--- src/isa_params.svh ---
// Contract
// Shared level latch is set only by the source the selector picks
// Requests from the unselected shared source are dropped, not kept
// Level 9 takes serial receive A, or sync serial when bit 7 set
// Level 13 takes output compare, or external input two when bit 3 set
// Level 14 takes external input three, or serial receive B if bit 2
// Level 15 takes external input four, or serial transmit B if bit 1
// Level 16 takes timer counter, or external input five when bit 0 set
// Software programs the selector before shared sources raise requests
// A set latch holds until accepted, reset, or software clear
// Acceptance takes 8 machine cycles, starting after current instruction
// Acceptance first clears the master interrupt enable
// Acceptance clears the latch of the accepted source
// Push status with enable, PC high, PC low; stack pointer minus 3
// Load PC from the vector table entry of the accepted source
// At most 38 clocks from latch set to start of acceptance
// Master enable low blocks every maskable request, even higher ones
// Software ends each service with its matching return instruction
// Either return restores PC, status and enable; stack pointer plus 3
// After acceptance PC low sits at SP+1 and PC high at SP+2
// Requests sampled in last instruction cycle, even right after return
// Only PC and status word are saved by hardware
// Master enable low overrides all individual enable flags
// Writing 0 clears a latch bit, writing 1 never sets it
// Non-maskable requests ignore master and individual enables
// Among pending requests the highest priority level wins
`ifndef ISA_PARAMS_SVH
`define ISA_PARAMS_SVH

`define ISA_IDX_ENABLE 8'h3a
`define ISA_IDX_LATCH 8'h3c
`define ISA_IDX_SELECT 8'h3e
`define ISA_IDX_STATUS 8'h40
`define ISA_ADDR_ENABLE 12'h0e8
`define ISA_ADDR_LATCH 12'h0f0
`define ISA_ADDR_SELECT 12'h0f8
`define ISA_ADDR_STATUS 12'h100

`define ISA_SELECT_RESET 8'h00
`define ISA_ENABLE_RESET 16'h0000
`define ISA_LATCH_RESET 16'h0000
`define ISA_SELECT_MASK 8'h8f

`define ISA_SEL_LEVEL9 7
`define ISA_SEL_LEVEL13 3
`define ISA_SEL_LEVEL14 2
`define ISA_SEL_LEVEL15 1
`define ISA_SEL_LEVEL16 0
`define ISA_BIT_MASTER_EN 0
`define ISA_BIT_NMI 3
`define ISA_FIRST_MASKABLE 4

`define ISA_ACCEPT_CYCLES 3'd7
`define ISA_RETURN_CYCLES 3'd5
`define ISA_MAX_LATENCY_CLKS 38
`define ISA_VECTOR_TOP 16'hfffe

`endif

--- src/isa_pkg.sv ---
package isa_pkg;

    typedef enum logic [1:0] {
        ISA_IDLE = 2'b00,
        ISA_ACCEPT = 2'b01,
        ISA_RETURN = 2'b11
    } isa_state_t;

    typedef struct packed {
        logic req;
        logic we;
        logic [15:0] addr;
        logic [7:0] wdata;
    } isa_mem_t;

    typedef struct packed {
        logic load;
        logic [15:0] value;
    } isa_load_t;

endpackage
--- src/isa_core.sv ---
// The APB interface to the registers was left to the implementer.
`timescale 1ns/100ps
`include "isa_params.svh"

module isa_core
    import isa_pkg::*;
(
    input wire logic core_clk,
    input wire logic sys_rst,
    input wire logic psel,
    input wire logic penable,
    input wire logic pwrite,
    input wire logic [11:0] paddr,
    input wire logic [31:0] pwdata,
    output logic [31:0] prdata,
    output logic pready,
    output logic pslverr,
    input wire logic [15:4] periph_irq,
    input wire logic nmi_irq,
    input wire logic serial_rx_a_irq,
    input wire logic sync_serial_irq,
    input wire logic output_compare_irq,
    input wire logic serial_rx_b_irq,
    input wire logic serial_tx_b_irq,
    input wire logic timer_counter_irq,
    input wire logic ext_irq_two,
    input wire logic ext_irq_three,
    input wire logic ext_irq_four,
    input wire logic ext_irq_five,
    input wire logic instr_last,
    input wire logic return_maskable,
    input wire logic return_nonmaskable,
    input wire logic [15:0] cpu_pc,
    input wire logic [15:0] cpu_sp,
    input wire logic [6:0] cpu_status,
    input wire logic [7:0] mem_rdata,
    output isa_mem_t mem_out,
    output isa_load_t pc_out,
    output isa_load_t sp_out,
    output logic status_load,
    output logic [6:0] status_word,
    output logic master_irq_enable,
    output logic seq_busy
);

    function automatic logic [3:0] isa_first(input logic [15:0] v);
        logic [3:0] idx;
        idx = 4'h0;
        for (int i = 15; i >= 0; i--)
        begin
            if (v[i])
            begin
                idx = 4'(i);
            end
        end
        return idx;
    endfunction

    function automatic logic isa_hit(input logic [11:0] a,
                                     input logic [11:0] target);
        return a == target;
    endfunction

    isa_state_t state_q;
    logic [2:0] step_q;
    logic [7:0] source_select_reg_q;
    logic [15:0] request_latch_q;
    logic [15:4] source_enable_flag_q;
    logic master_irq_enable_q;
    logic [3:0] win_q;
    logic [15:0] sp_q;
    logic [15:0] pc_q;
    logic [7:0] lo_q;
    // Enable as it stood before the take edge cleared it
    logic saved_en_q;
    logic [3:0] ext_meta_q;
    logic [3:0] ext_sync_q;
    logic [3:0] ext_prev_q;
    logic [3:0] ext_rise;
    logic [15:0] req_set;
    logic [15:0] maskable_ready;
    logic [15:0] pending;
    logic take;
    logic bus_wr;
    logic bus_ok;
    logic [31:0] bus_rd;

    // Pins cross into core_clk through two flops
    always_ff @(posedge core_clk)
    begin
        if (sys_rst)
        begin
            ext_meta_q <= 4'h0;
            ext_sync_q <= 4'h0;
            ext_prev_q <= 4'h0;
        end
        else
        begin
            ext_meta_q <= {ext_irq_five, ext_irq_four, ext_irq_three,
                           ext_irq_two};
            ext_sync_q <= ext_meta_q;
            ext_prev_q <= ext_sync_q;
        end
    end

    // Rising edge only; falling edges are never detected
    assign ext_rise = ext_sync_q & ~ext_prev_q;

    always_comb
    begin
        req_set = 16'h0000;
        req_set[15:4] = periph_irq;
        req_set[`ISA_BIT_NMI] = nmi_irq;
        // level 9 source
        req_set[8] = source_select_reg_q[`ISA_SEL_LEVEL9] ?
                     sync_serial_irq : serial_rx_a_irq;
        // level 13 source
        req_set[12] = source_select_reg_q[`ISA_SEL_LEVEL13] ?
                      ext_rise[0] : output_compare_irq;
        // level 14 source
        req_set[13] = source_select_reg_q[`ISA_SEL_LEVEL14] ?
                      serial_rx_b_irq : ext_rise[1];
        // level 15 source
        req_set[14] = source_select_reg_q[`ISA_SEL_LEVEL15] ?
                      serial_tx_b_irq : ext_rise[2];
        // level 16 source
        req_set[15] = source_select_reg_q[`ISA_SEL_LEVEL16] ?
                      ext_rise[3] : timer_counter_irq;
    end
    // unselected source never reaches a latch
    // (the mux above is the only path into req_set)

    // master enable gates all maskable levels
    assign maskable_ready = {request_latch_q[15:4] & source_enable_flag_q,
                             4'h0} & {16{master_irq_enable_q}};
    // non-maskable bypasses both enables
    assign pending = maskable_ready |
                     (request_latch_q & (16'h1 << `ISA_BIT_NMI));
    // sample only in the instruction's last cycle
    assign take = (state_q == ISA_IDLE) && instr_last && (pending != 0);

    // APB: one wait state so every answer leaves a flop
    assign bus_wr = psel && penable && pready && pwrite;
    assign bus_ok = isa_hit(paddr, `ISA_ADDR_ENABLE) ||
                    isa_hit(paddr, `ISA_ADDR_LATCH) ||
                    isa_hit(paddr, `ISA_ADDR_SELECT) ||
                    isa_hit(paddr, `ISA_ADDR_STATUS);

    always_comb
    begin
        bus_rd = 32'h0000_0000;
        if (isa_hit(paddr, `ISA_ADDR_ENABLE))
        begin
            bus_rd[15:4] = source_enable_flag_q;
            bus_rd[`ISA_BIT_MASTER_EN] = master_irq_enable_q;
        end
        else if (isa_hit(paddr, `ISA_ADDR_LATCH))
        begin
            bus_rd[15:0] = request_latch_q;
        end
        else if (isa_hit(paddr, `ISA_ADDR_SELECT))
        begin
            bus_rd[7:0] = source_select_reg_q;
        end
        else if (isa_hit(paddr, `ISA_ADDR_STATUS))
        begin
            bus_rd[7:0] = {state_q, step_q, win_q[2:0]};
            bus_rd[8] = win_q[3];
        end
    end

    always_ff @(posedge core_clk)
    begin
        if (sys_rst)
        begin
            pready <= 1'b0;
            pslverr <= 1'b0;
            prdata <= 32'h0000_0000;
        end
        else
        begin
            pready <= psel && penable && !pready;
            pslverr <= psel && penable && !pready && !bus_ok;
            if (psel && penable && !pready && !pwrite)
            begin
                prdata <= bus_rd;
            end
        end
    end

    always_ff @(posedge core_clk)
    begin
        if (sys_rst)
        begin
            source_select_reg_q <= `ISA_SELECT_RESET;
        end
        else if (bus_wr && isa_hit(paddr, `ISA_ADDR_SELECT))
        begin
            // software sets this before sources run
            source_select_reg_q <= pwdata[7:0] & `ISA_SELECT_MASK;
        end
    end

    always_ff @(posedge core_clk)
    begin
        if (sys_rst)
        begin
            source_enable_flag_q <=
                12'(`ISA_ENABLE_RESET >> `ISA_FIRST_MASKABLE);
        end
        else if (bus_wr && isa_hit(paddr, `ISA_ADDR_ENABLE))
        begin
            source_enable_flag_q <= pwdata[15:4];
        end
    end

    // Sequencer owns the flag while busy; bus writes lose
    always_ff @(posedge core_clk)
    begin
        if (sys_rst)
        begin
            master_irq_enable_q <= 1'b0;
        end
        // acceptance clears enable first
        else if (take)
        begin
            master_irq_enable_q <= 1'b0;
        end
        // enable restored from stacked status
        else if (state_q == ISA_RETURN && step_q == 3'd4)
        begin
            master_irq_enable_q <= mem_rdata[`ISA_BIT_MASTER_EN];
        end
        else if (state_q == ISA_IDLE && bus_wr &&
                 isa_hit(paddr, `ISA_ADDR_ENABLE))
        begin
            master_irq_enable_q <= pwdata[`ISA_BIT_MASTER_EN];
        end
    end

    // held until accept, reset or write of 0; new set wins
    always_ff @(posedge core_clk)
    begin
        if (sys_rst)
        begin
            request_latch_q <= `ISA_LATCH_RESET;
        end
        else
        begin
            for (int i = 0; i < 16; i++)
            begin
                if (req_set[i])
                begin
                    request_latch_q[i] <= 1'b1;
                end
                // accepted source cleared
                else if (take && isa_first(pending) == 4'(i))
                begin
                    request_latch_q[i] <= 1'b0;
                end
                // zero clears, one is ignored
                else if (bus_wr && isa_hit(paddr, `ISA_ADDR_LATCH) &&
                         !pwdata[i])
                begin
                    request_latch_q[i] <= 1'b0;
                end
            end
        end
    end

    always_ff @(posedge core_clk)
    begin
        if (sys_rst)
        begin
            state_q <= ISA_IDLE;
            step_q <= 3'd0;
            win_q <= 4'h0;
            sp_q <= 16'h0000;
            pc_q <= 16'h0000;
            saved_en_q <= 1'b0;
        end
        else
        begin
            unique case (state_q)
                ISA_IDLE:
                begin
                    step_q <= 3'd0;
                    // start only at instruction end
                    if (take)
                    begin
                        state_q <= ISA_ACCEPT;
                        // lowest index is highest priority
                        win_q <= isa_first(pending);
                        sp_q <= cpu_sp;
                        pc_q <= cpu_pc;
                        saved_en_q <= master_irq_enable_q;
                    end
                    else if (instr_last &&
                             (return_maskable || return_nonmaskable))
                    begin
                        state_q <= ISA_RETURN;
                        sp_q <= cpu_sp;
                    end
                end
                ISA_ACCEPT:
                begin
                    step_q <= step_q + 3'd1;
                    // seven cycles here, eight counting the take cycle
                    if (step_q == `ISA_ACCEPT_CYCLES - 3'd1)
                    begin
                        state_q <= ISA_IDLE;
                    end
                end
                ISA_RETURN:
                begin
                    step_q <= step_q + 3'd1;
                    if (step_q == `ISA_RETURN_CYCLES - 3'd1)
                    begin
                        state_q <= ISA_IDLE;
                    end
                end
                default:
                begin
                    state_q <= ISA_IDLE;
                end
            endcase
        end
    end

    // Memory: read data is valid the cycle after the request
    always_ff @(posedge core_clk)
    begin
        if (sys_rst)
        begin
            mem_out <= '0;
            lo_q <= 8'h00;
        end
        else
        begin
            mem_out <= '0;
            if (state_q == ISA_ACCEPT)
            begin
                // push status, PC high, PC low only
                unique case (step_q)
                    3'd0: mem_out <= '{1'b1, 1'b1, sp_q,
                                       {cpu_status, saved_en_q}};
                    3'd1: mem_out <= '{1'b1, 1'b1, sp_q - 16'd1,
                                       pc_q[15:8]};
                    // PC low lands at new SP plus 1
                    3'd2: mem_out <= '{1'b1, 1'b1, sp_q - 16'd2,
                                       pc_q[7:0]};
                    // fetch vector, low byte then high
                    3'd3: mem_out <= '{1'b1, 1'b0, `ISA_VECTOR_TOP -
                                       {11'h0, win_q, 1'b0}, 8'h00};
                    3'd4: mem_out <= '{1'b1, 1'b0, `ISA_VECTOR_TOP -
                                       {11'h0, win_q, 1'b0} + 16'd1, 8'h00};
                    default: mem_out <= '0;
                endcase
                // Low vector byte returns one cycle after its read
                if (step_q == 3'd5)
                begin
                    lo_q <= mem_rdata;
                end
            end
            else if (state_q == ISA_RETURN)
            begin
                // pop PC low, PC high, then status
                unique case (step_q)
                    3'd0: mem_out <= '{1'b1, 1'b0, sp_q + 16'd1, 8'h00};
                    3'd1: mem_out <= '{1'b1, 1'b0, sp_q + 16'd2, 8'h00};
                    3'd2: mem_out <= '{1'b1, 1'b0, sp_q + 16'd3, 8'h00};
                    default: mem_out <= '0;
                endcase
                if (step_q == 3'd2)
                begin
                    lo_q <= mem_rdata;
                end
            end
        end
    end

    // PC high byte in return lands with pc load below
    always_ff @(posedge core_clk)
    begin
        if (sys_rst)
        begin
            pc_out <= '0;
            sp_out <= '0;
            status_load <= 1'b0;
            status_word <= 7'h00;
        end
        else
        begin
            pc_out.load <= 1'b0;
            sp_out.load <= 1'b0;
            status_load <= 1'b0;
            if (state_q == ISA_ACCEPT && step_q == 3'd2)
            begin
                // stack pointer down by three
                sp_out <= '{1'b1, sp_q - 16'd3};
            end
            if (state_q == ISA_ACCEPT && step_q == 3'd6)
            begin
                // jump to entry address
                pc_out <= '{1'b1, {mem_rdata, lo_q}};
            end
            if (state_q == ISA_RETURN && step_q == 3'd3)
            begin
                // return address restored
                pc_out <= '{1'b1, {mem_rdata, lo_q}};
            end
            if (state_q == ISA_RETURN && step_q == 3'd4)
            begin
                // status and stack pointer restored
                status_load <= 1'b1;
                status_word <= mem_rdata[7:1];
                sp_out <= '{1'b1, sp_q + 16'd3};
            end
        end
    end

    always_ff @(posedge core_clk)
    begin
        if (sys_rst)
        begin
            master_irq_enable <= 1'b0;
            seq_busy <= 1'b0;
        end
        else
        begin
            master_irq_enable <= master_irq_enable_q;
            seq_busy <= take || (state_q != ISA_IDLE &&
                        !(step_q == `ISA_ACCEPT_CYCLES - 3'd1 &&
                          state_q == ISA_ACCEPT) &&
                        !(step_q == `ISA_RETURN_CYCLES - 3'd1 &&
                          state_q == ISA_RETURN)) ||
                        (state_q == ISA_IDLE && instr_last &&
                         (return_maskable || return_nonmaskable));
        end
    end

endmodule

--- config.mk ---
export PLATFORM = sky130hd
export DESIGN_NAME = isa_core
export DESIGN_NICKNAME = d
export VERILOG_FILES = /design/src/isa_pkg.sv /design/src/isa_core.sv
export VERILOG_INCLUDE_DIRS = /design/src
export SDC_FILE = /design/constraint.sdc
export NUM_CORES = 1
export LEC_CHECK = 0
export BUFFER_PORTS_ARGS = -buffer_cell sky130_fd_sc_hd__buf_2
export CELL_PAD_IN_SITES_DETAIL_PLACEMENT = 0
export CELL_PAD_IN_SITES_GLOBAL_PLACEMENT = 2
export CORE_AREA = 2 2 164 206
export CTS_BUF_LIST = sky130_fd_sc_hd__clkbuf_4 sky130_fd_sc_hd__clkbuf_8
export CTS_CLUSTER_SIZE = 12
export DETAILED_ROUTE_END_ITERATION = 16
export DIE_AREA = 0 0 166 208
export MAX_ROUTING_LAYER = met4
export PLACE_DENSITY_LB_ADDON = 0.08
export SLEW_MARGIN = 0
export SYNTH_ARGS = -nofsm -noshare
export SYNTH_HDL_FRONTEND = slang
export SYNTH_SLANG_ARGS = --single-unit
--- constraint.sdc ---
create_clock -name core_clk -period 2.7 [get_ports core_clk]
set_clock_uncertainty 0.15 [all_clocks]
set_input_delay 0.405 -clock core_clk [delete_from_list [all_inputs] [get_ports core_clk]]
set_output_delay 0.405 -clock core_clk [all_outputs]
set_load 0.1 [all_outputs]
==> flow_summary.json, run 1 <==
{
  "arrival_ps": 2820,
  "finalHoldViolations": 0,
  "timing.max_slew.rel_slack": 0.339,
  "clkLatencyLatePin_ps": 510,
  "cp_common_cell": "sky130_fd_sc_hd__buf_4",
  "finalWeightedCongestion": 0.896,
  "fp.coreArea_mm2": 0.0325,
  "final_util": 0.377,
  "global_route.overflow_total": 0,
  "tightestPinTransition_ps": 992,
  "synth-edff-count": 0,
  "fin_tns_setup_ps": 0,
  "io_buffer_count": 188,
  "hold-path-endpoint": "pc_out[14]",
  "startpoint_type": "flop",
  "timing.rr.start": "sp_q[1]",
  "synth_area_per_cell_um2": 8.26,
  "r2r-end": "mem_out[19]",
  "vdd_ir_drop_max_v": 0.000239,
  "ant_nets": 0,
  "top_level_i_o_count": 226,
  "cts_tree": "built",
  "final_layout_size_suffix_gt1_frac": 0.245,
  "chipHeight_um": 208,
  "timing.reg2reg.worst_path_depth": 8,
  "layout.cells.most_common_list": "187 x sky130_fd_sc_hd__buf_2, 181 x sky130_fd_sc_hd__dfxtp_1, 125 x sky130_fd_sc_hd__nor2_1, 111 x sky130_fd_sc_hd__nand2_1, 102 x sky130_fd_sc_hd__buf_4",
  "worst-r2r-setup-slack_ps": 110,
  "syn_inst": 1133,
  "rsz0062_at_grt": "false",
  "remaining_drc_errors": 0,
  "synth.lib_cells_used.distinct": 82,
  "synth.yosys.warnings": 0,
  "clock_path_buffers": 2,
  "cts.repair_timing.setup_buffer_count": 0,
  "cp_slowest_cell": "sky130_fd_sc_hd__a211oi_1",
  "hold_path_startpoint": "mem_rdata[6]",
  "finalNetCount": 1548,
  "type_of_the_worst_min_delay_path": "input pin to flop",
  "crit_path_end_kind": "flop",
  "ys_seq_area_frac": 0.387,
  "grt_use_total": 0.225,
  "avgRoutedWirePerCell_um": 20.8,
  "totalWireLength_mm": 38.4,
  "timing_worst_setup_path_type": "flop to flop",
  "final_number_of_max_transition_violations": 0,
  "die-width_um": 166,
  "drt_first_iter_violations": 598,
  "initial_core_util": 0.288,
  "cp_data_required_time_ps": 2930,
  "power.leakage_nw": 5.17,
  "synth_seq_cells": 181,
  "area_growth_syn_to_layout_pct": 30.8,
  "grt_start_max_net_pins": 89,
  "fmax_mhz": 386,
  "place.detailed.hpwl_mm": 28.7,
  "power_density_cells_mw_per_mm2": 528,
  "via_count": 9621,
  "post_synth_instance_area_mm2": 0.00936,
  "clk_root_buffer_cell": "sky130_fd_sc_hd__clkbuf_8",
  "dominantRegCellSynth": "sky130_fd_sc_hd__dfxtp_1",
  "max-cap-violations": 0,
  "crit_path_max_incr_delay_ps": 500,
  "num_rows": 74,
  "antenna_found_initial": 0,
  "post-route-period-util": 0.959,
  "num-fill-cells": 3456,
  "grt_pass1_vias": 9392,
  "report.final.setup_viol": 0,
  "detailedRoute.firstPassIterationCount": 6,
  "h_tree_levels": 4,
  "layout.cells.most_common": "sky130_fd_sc_hd__buf_2",
  "min_period_ps": 2590,
  "tritoncts.num_buffers": 17,
  "grt_pass1_wl_mm": 57.8,
  "fp.dieArea_mm2": 0.0345,
  "holdPathStages": 3,
  "status": "finished clean",
  "cell_breakdown_of_the_critical_path": "buf_4, ha_1, a21oi_1, nor4_1, xor2_1, a211oi_1, buf_4, o32ai_1",
  "vias_per_cell": 5.21,
  "synthArstFlopShare": 0,
  "clkSinkCount": 181,
  "path_max_fanout": 7,
  "antenna_cells_inserted": 0,
  "clk_pin_slew_worst_paths_ps": 100
}
[where the power goes]
group          switching (W)  total, W  leakage, nW  internal [W]
registers          0.0000868   0.00285         1.47       0.00276
clock network        0.00115   0.00197        0.206      0.000825
logic                0.00108   0.00164         3.49      0.000555
total                0.00232   0.00646         5.17       0.00414
[Yosys cell counts, drive strengths merged, types with 7 or more instances]
library cell  count  area, um2
dfxtp           181       3620
nand3            21        105
o211a             7       70.1
a31oi            24        156
nor4             19        149
clkbuf           74        298
nor3             32        160
ha               12        150
o211ai           10       75.1
xnor2             9       78.8
nor2b            21        131
a22oi            26        195
mux2i            62        621
or3               8       50.1
or2               8       50.1
buf              33        200
nor2            125        469
inv              20       75.1
nand4            14       87.6
a22o              9       78.8
a21oi            82        410
xor2             13        114
a221o             9       90.1
a21o              9       67.6
o22ai            13       81.3
nand2           111        417
a221oi           16        140
o21ai            48        240
nor3b             8       60.1
[state kept, by name (all words and copies together) (netlist names), 12 cells and up]
signal,count
mem_out,26
pc_out,17
sp_out,17
pc_q,16
prdata,16
sp_q,16
request_latch_q,13
source_enable_flag_q,12
[routing by layer]
layer / routed length (um) / GRT usage / vias to the layer above
met5: 0 / - / -
li1: - / - / 4669
met2: 20000 / 0.400 / 261
met4: 1220 / 0.0942 / 0
met3: 1350 / 0.0291 / 60
met1: 15800 / 0.252 / 4631
[critical path: cells and delay by family, from the launching register on]
family	cells	cell delay (ps)
compound gates	3	1040
xor+xnor	1	200
fa+ha+maj	1	260
buf+inv	2	360
flops	1	320
simple gates	1	140
[timing repair]
| item | in CTS | in global routing |
|---|---|---|
| endpoints found under the setup margin | 0 | 2 |
| resized for setup | 0 | 2 |
| hold buffers | 63 | 0 |
| hold endpoints to repair | 70 | 0 |
[cells by family after synthesis]
group,count (synthesis),synth area share
AND/OR/NAND/NOR,399,0.206
AO/OA/AOI/OAI,326,0.240
flip-flops,181,0.387
buffers and inverters,129,0.0627
multiplexers,63,0.0675
XOR/XNOR,22,0.0206
adder cells (fa/ha/maj),12,0.0160
other,1,0.000401
[worst max-delay path by stage]
stage | start | slack [ps] | cells past startpoint | to
6_report | sp_q[1] | 110 | 8 | mem_out[19]
4_1_cts | step_q[1] | 50 | 9 | mem_out[18]
3_5_place_dp | step_q[1] | 80 | 9 | mem_out[18]
5_1_grt | sp_q[1] | 3 | 8 | mem_out[19]
2_1_floorplan | step_q[2] | 80 | 9 | pc_out[15]
3_3_place_gp | sp_q[1] | 110 | 8 | mem_out[19]
[cell type report]
type                    instances  area, um2  share of cell area
multi-input cells             838       5230               0.427
flip-flops and latches        181       3620               0.296
repair buffers                355       2380               0.195
well taps                     418        523              0.0427
clock buffers                  20        269              0.0220
clock inverters                12        136              0.0111
inverters                      21       78.8             0.00644
[per-stage QoR]
step	total power [W]	area (um2)	setup WS, ps	std cells	hold WS (ps)
after floorplan	0.00394	9410	77.2	1148	260
after global placement	0.00448	11200	106	1750	267
after detailed placement	0.00448	11200	83.5	1750	277
after CTS	0.00656	12200	53.2	1845	4.06
after global routing	0.00677	12200	2.82	1845	31.3
final	0.00646	12200	111	1845	26.7
(Power assumes the default switching activity.)
==> run 2, diff against run 1 <==
--- a/config.mk
+++ b/config.mk
@@ -9,11 +9,10 @@
 export BUFFER_PORTS_ARGS = -buffer_cell sky130_fd_sc_hd__buf_2
 export CELL_PAD_IN_SITES_DETAIL_PLACEMENT = 0
 export CELL_PAD_IN_SITES_GLOBAL_PLACEMENT = 2
-export CORE_AREA = 2 2 164 206
-export CTS_BUF_LIST = sky130_fd_sc_hd__clkbuf_4 sky130_fd_sc_hd__clkbuf_8
+export CORE_AREA = 2 2 167 210
 export CTS_CLUSTER_SIZE = 12
 export DETAILED_ROUTE_END_ITERATION = 16
-export DIE_AREA = 0 0 166 208
+export DIE_AREA = 0 0 169 212
 export MAX_ROUTING_LAYER = met4
 export PLACE_DENSITY_LB_ADDON = 0.08
 export SLEW_MARGIN = 0
==> flow_summary.json, run 2 (same netlist as run 1, synthesis figures left out) <==
{
  "status": "finished clean",
  "io_buffer_count": 188,
  "remaining_drc_errors": 0,
  "global_route.overflow_total": 0,
  "layout.cells.most_common": "sky130_fd_sc_hd__buf_2",
  "finalNetCount": 1485,
  "antenna_cells_inserted": 0,
  "num_rows": 76,
  "cts_tree": "built",
  "arrival_ps": 2710,
  "max-cap-violations": 0,
  "timing.max_slew.rel_slack": 0.438,
  "post-route-cell-area_mm2": 0.0119,
  "place.detailed.hpwl_mm": 28.7,
  "largest-register": "mem_out",
  "grt_pass1_wl_mm": 57.5,
  "h_tree_levels": 4,
  "fmax_mhz": 393,
  "layout.cells.most_common_list": "187 x sky130_fd_sc_hd__buf_2, 181 x sky130_fd_sc_hd__dfxtp_1, 125 x sky130_fd_sc_hd__nor2_1, 111 x sky130_fd_sc_hd__nand2_1, 95 x sky130_fd_sc_hd__buf_4",
  "global_route.usage.met3": 0.0329,
  "clk_pin_slew_worst_paths_ps": 70,
  "ant_nets": 0,
  "cp_data_required_time_ps": 2860,
  "detailedRoute.firstPassIterationCount": 6,
  "grt_start_max_net_pins": 142,
  "grt_use_total": 0.222,
  "grt.busiest_layer": "met2",
  "largest_registers": "mem_out x26, pc_out x17, sp_out x17",
  "initial_core_util": 0.275,
  "area_growth_syn_to_layout_pct": 26.8,
  "timing.final.ws_setup_ps": 152,
  "final_number_of_max_transition_violations": 0,
  "cp_common_cell": "sky130_fd_sc_hd__buf_4",
  "tritoncts.num_buffers": 17,
  "area_of_the_multi_input_gates_mm2": 0.00523,
  "fp.coreArea_mm2": 0.0340,
  "chipHeight_um": 212,
  "path_max_fanout": 11,
  "final_layout_size_suffix_gt1_frac": 0.253,
  "fp.dieArea_mm2": 0.0358,
  "postPlaceCellArea_mm2": 0.0112,
  "fin_tns_setup_ps": 0,
  "drt_first_iter_violations": 641,
  "grt_pass1_vias": 9099,
  "tightestPinTransition_ps": 840,
  "min_period_ps": 2550,
  "vias_per_cell": 5.24,
  "seqCellArea_mm2": 0.00362,
  "clock_path_buffers": 2,
  "crit_path_max_incr_delay_ps": 560,
  "num-fill-cells": 3712,
  "hold-worst-slack_ps": 21.7,
  "antenna_found_initial": 0,
  "avgRoutedWirePerCell_um": 21.6,
  "finalWeightedCongestion": 0.869,
  "post-place-cells": 1757,
  "cp_slowest_cell": "sky130_fd_sc_hd__o21ai_2",
  "cell_breakdown_of_the_critical_path": "inv_1, ha_1, buf_4, nor3_1, nor2_1, o21ai_2, buf_4, o22ai_1",
  "power_density_cells_mw_per_mm2": 588,
  "final-instance-count-excl-fill": 1792,
  "global_route.usage.met1": 0.254,
  "finalHoldViolations": 0,
  "post-route-period-util": 0.944,
  "clkLatencyLatePin_ps": 450,
  "place_ws_ps": 89.6,
  "type_of_the_worst_min_delay_path": "input pin to flop",
  "timing_worst_setup_path_type": "flop to flop",
  "clk_root_buffer_cell": "sky130_fd_sc_hd__clkbuf_16",
  "via_count": 9386,
  "top_level_i_o_count": 226,
  "power.leakage_nw": 5.00,
  "clkSinkCount": 181,
  "report.final.setup_viol": 0,
  "grt.met2_usage": 0.396,
  "startpoint_type": "flop",
  "totalWireLength_mm": 38.7,
  "crit_path_end_kind": "flop",
  "vdd_ir_drop_max_v": 0.000312,
  "die-width_um": 169,
  "largest_register_ffs": 26,
  "rsz0062_at_grt": "false"
}
## run 2: cell count changes in the layout (fill, tap and decap cells not counted), moves of 2 or more
cell,change
sky130_fd_sc_hd__buf_12,+4
sky130_fd_sc_hd__buf_4,-7
sky130_fd_sc_hd__clkbuf_16,+17
sky130_fd_sc_hd__clkbuf_8,-16
sky130_fd_sc_hd__dlygate4sd3_1,-59
sky130_fd_sc_hd__inv_8,-2
## run 2: layout make-up
cell class | instances | area share
Clock inverter | 10 | 0.00970
Timing Repair Buffer | 292 | 0.152
Multi-Input combinational cell | 838 | 0.441
Sequential cell | 181 | 0.305
Clock buffer | 21 | 0.0396
Tap cell | 429 | 0.0452
Inverter | 21 | 0.00664
## run 2: report_power, final
group | leakage [nW] | total (W) | internal, W | switching (W)
clock | 0.290 | 0.00256 | 0.00137 | 0.00119
combinational | 3.24 | 0.00158 | 0.000497 | 0.00108
sequential | 1.47 | 0.00285 | 0.00276 | 0.0000819
## run 2: path summary, 6_finish.rpt
check,from,to,slack (ps),depth (start not counted)
max,step_q[0],mem_out[12],150,8
max reg2reg,step_q[0],mem_out[12],150,8
min,ext_irq_five,ext_meta_q[3],20,2
min reg2reg,ext_meta_q[1],ext_sync_q[1],290,1
## run 2: repair_timing
action                                  CTS  global route
buffers inserted                          0             0
gates resized for setup                   0             2
hold buffers                              4             0
hold endpoints to repair                  4             0
endpoints found under the setup margin    0             2
## run 2: metal layers
| metal | share of wire | vias to the layer above |
|---|---|---|
| met1 | 0.41 | 4493 |
| met2 | 0.52 | 283 |
| met3 | 0.038 | 51 |
| li1 | - | 4559 |
| met5 | 0 | - |
| met4 | 0.027 | 0 |
## run 2: stage by stage
step | utilization | total power, W
final | 0.349 | 0.00698
after global routing | 0.349 | 0.00731
after CTS | 0.348 | 0.00708
after detailed placement | 0.330 | 0.00448
after global placement | 0.330 | 0.00448
after floorplan | - | 0.00394
## run 2: critical path, delay by kind of cell (launching register included)
kind / cells / cell delay [ps]
compound gates: 2 / 700
fa+ha+maj: 1 / 220
flops: 1 / 440
simple gates: 2 / 250
buf+inv: 3 / 640
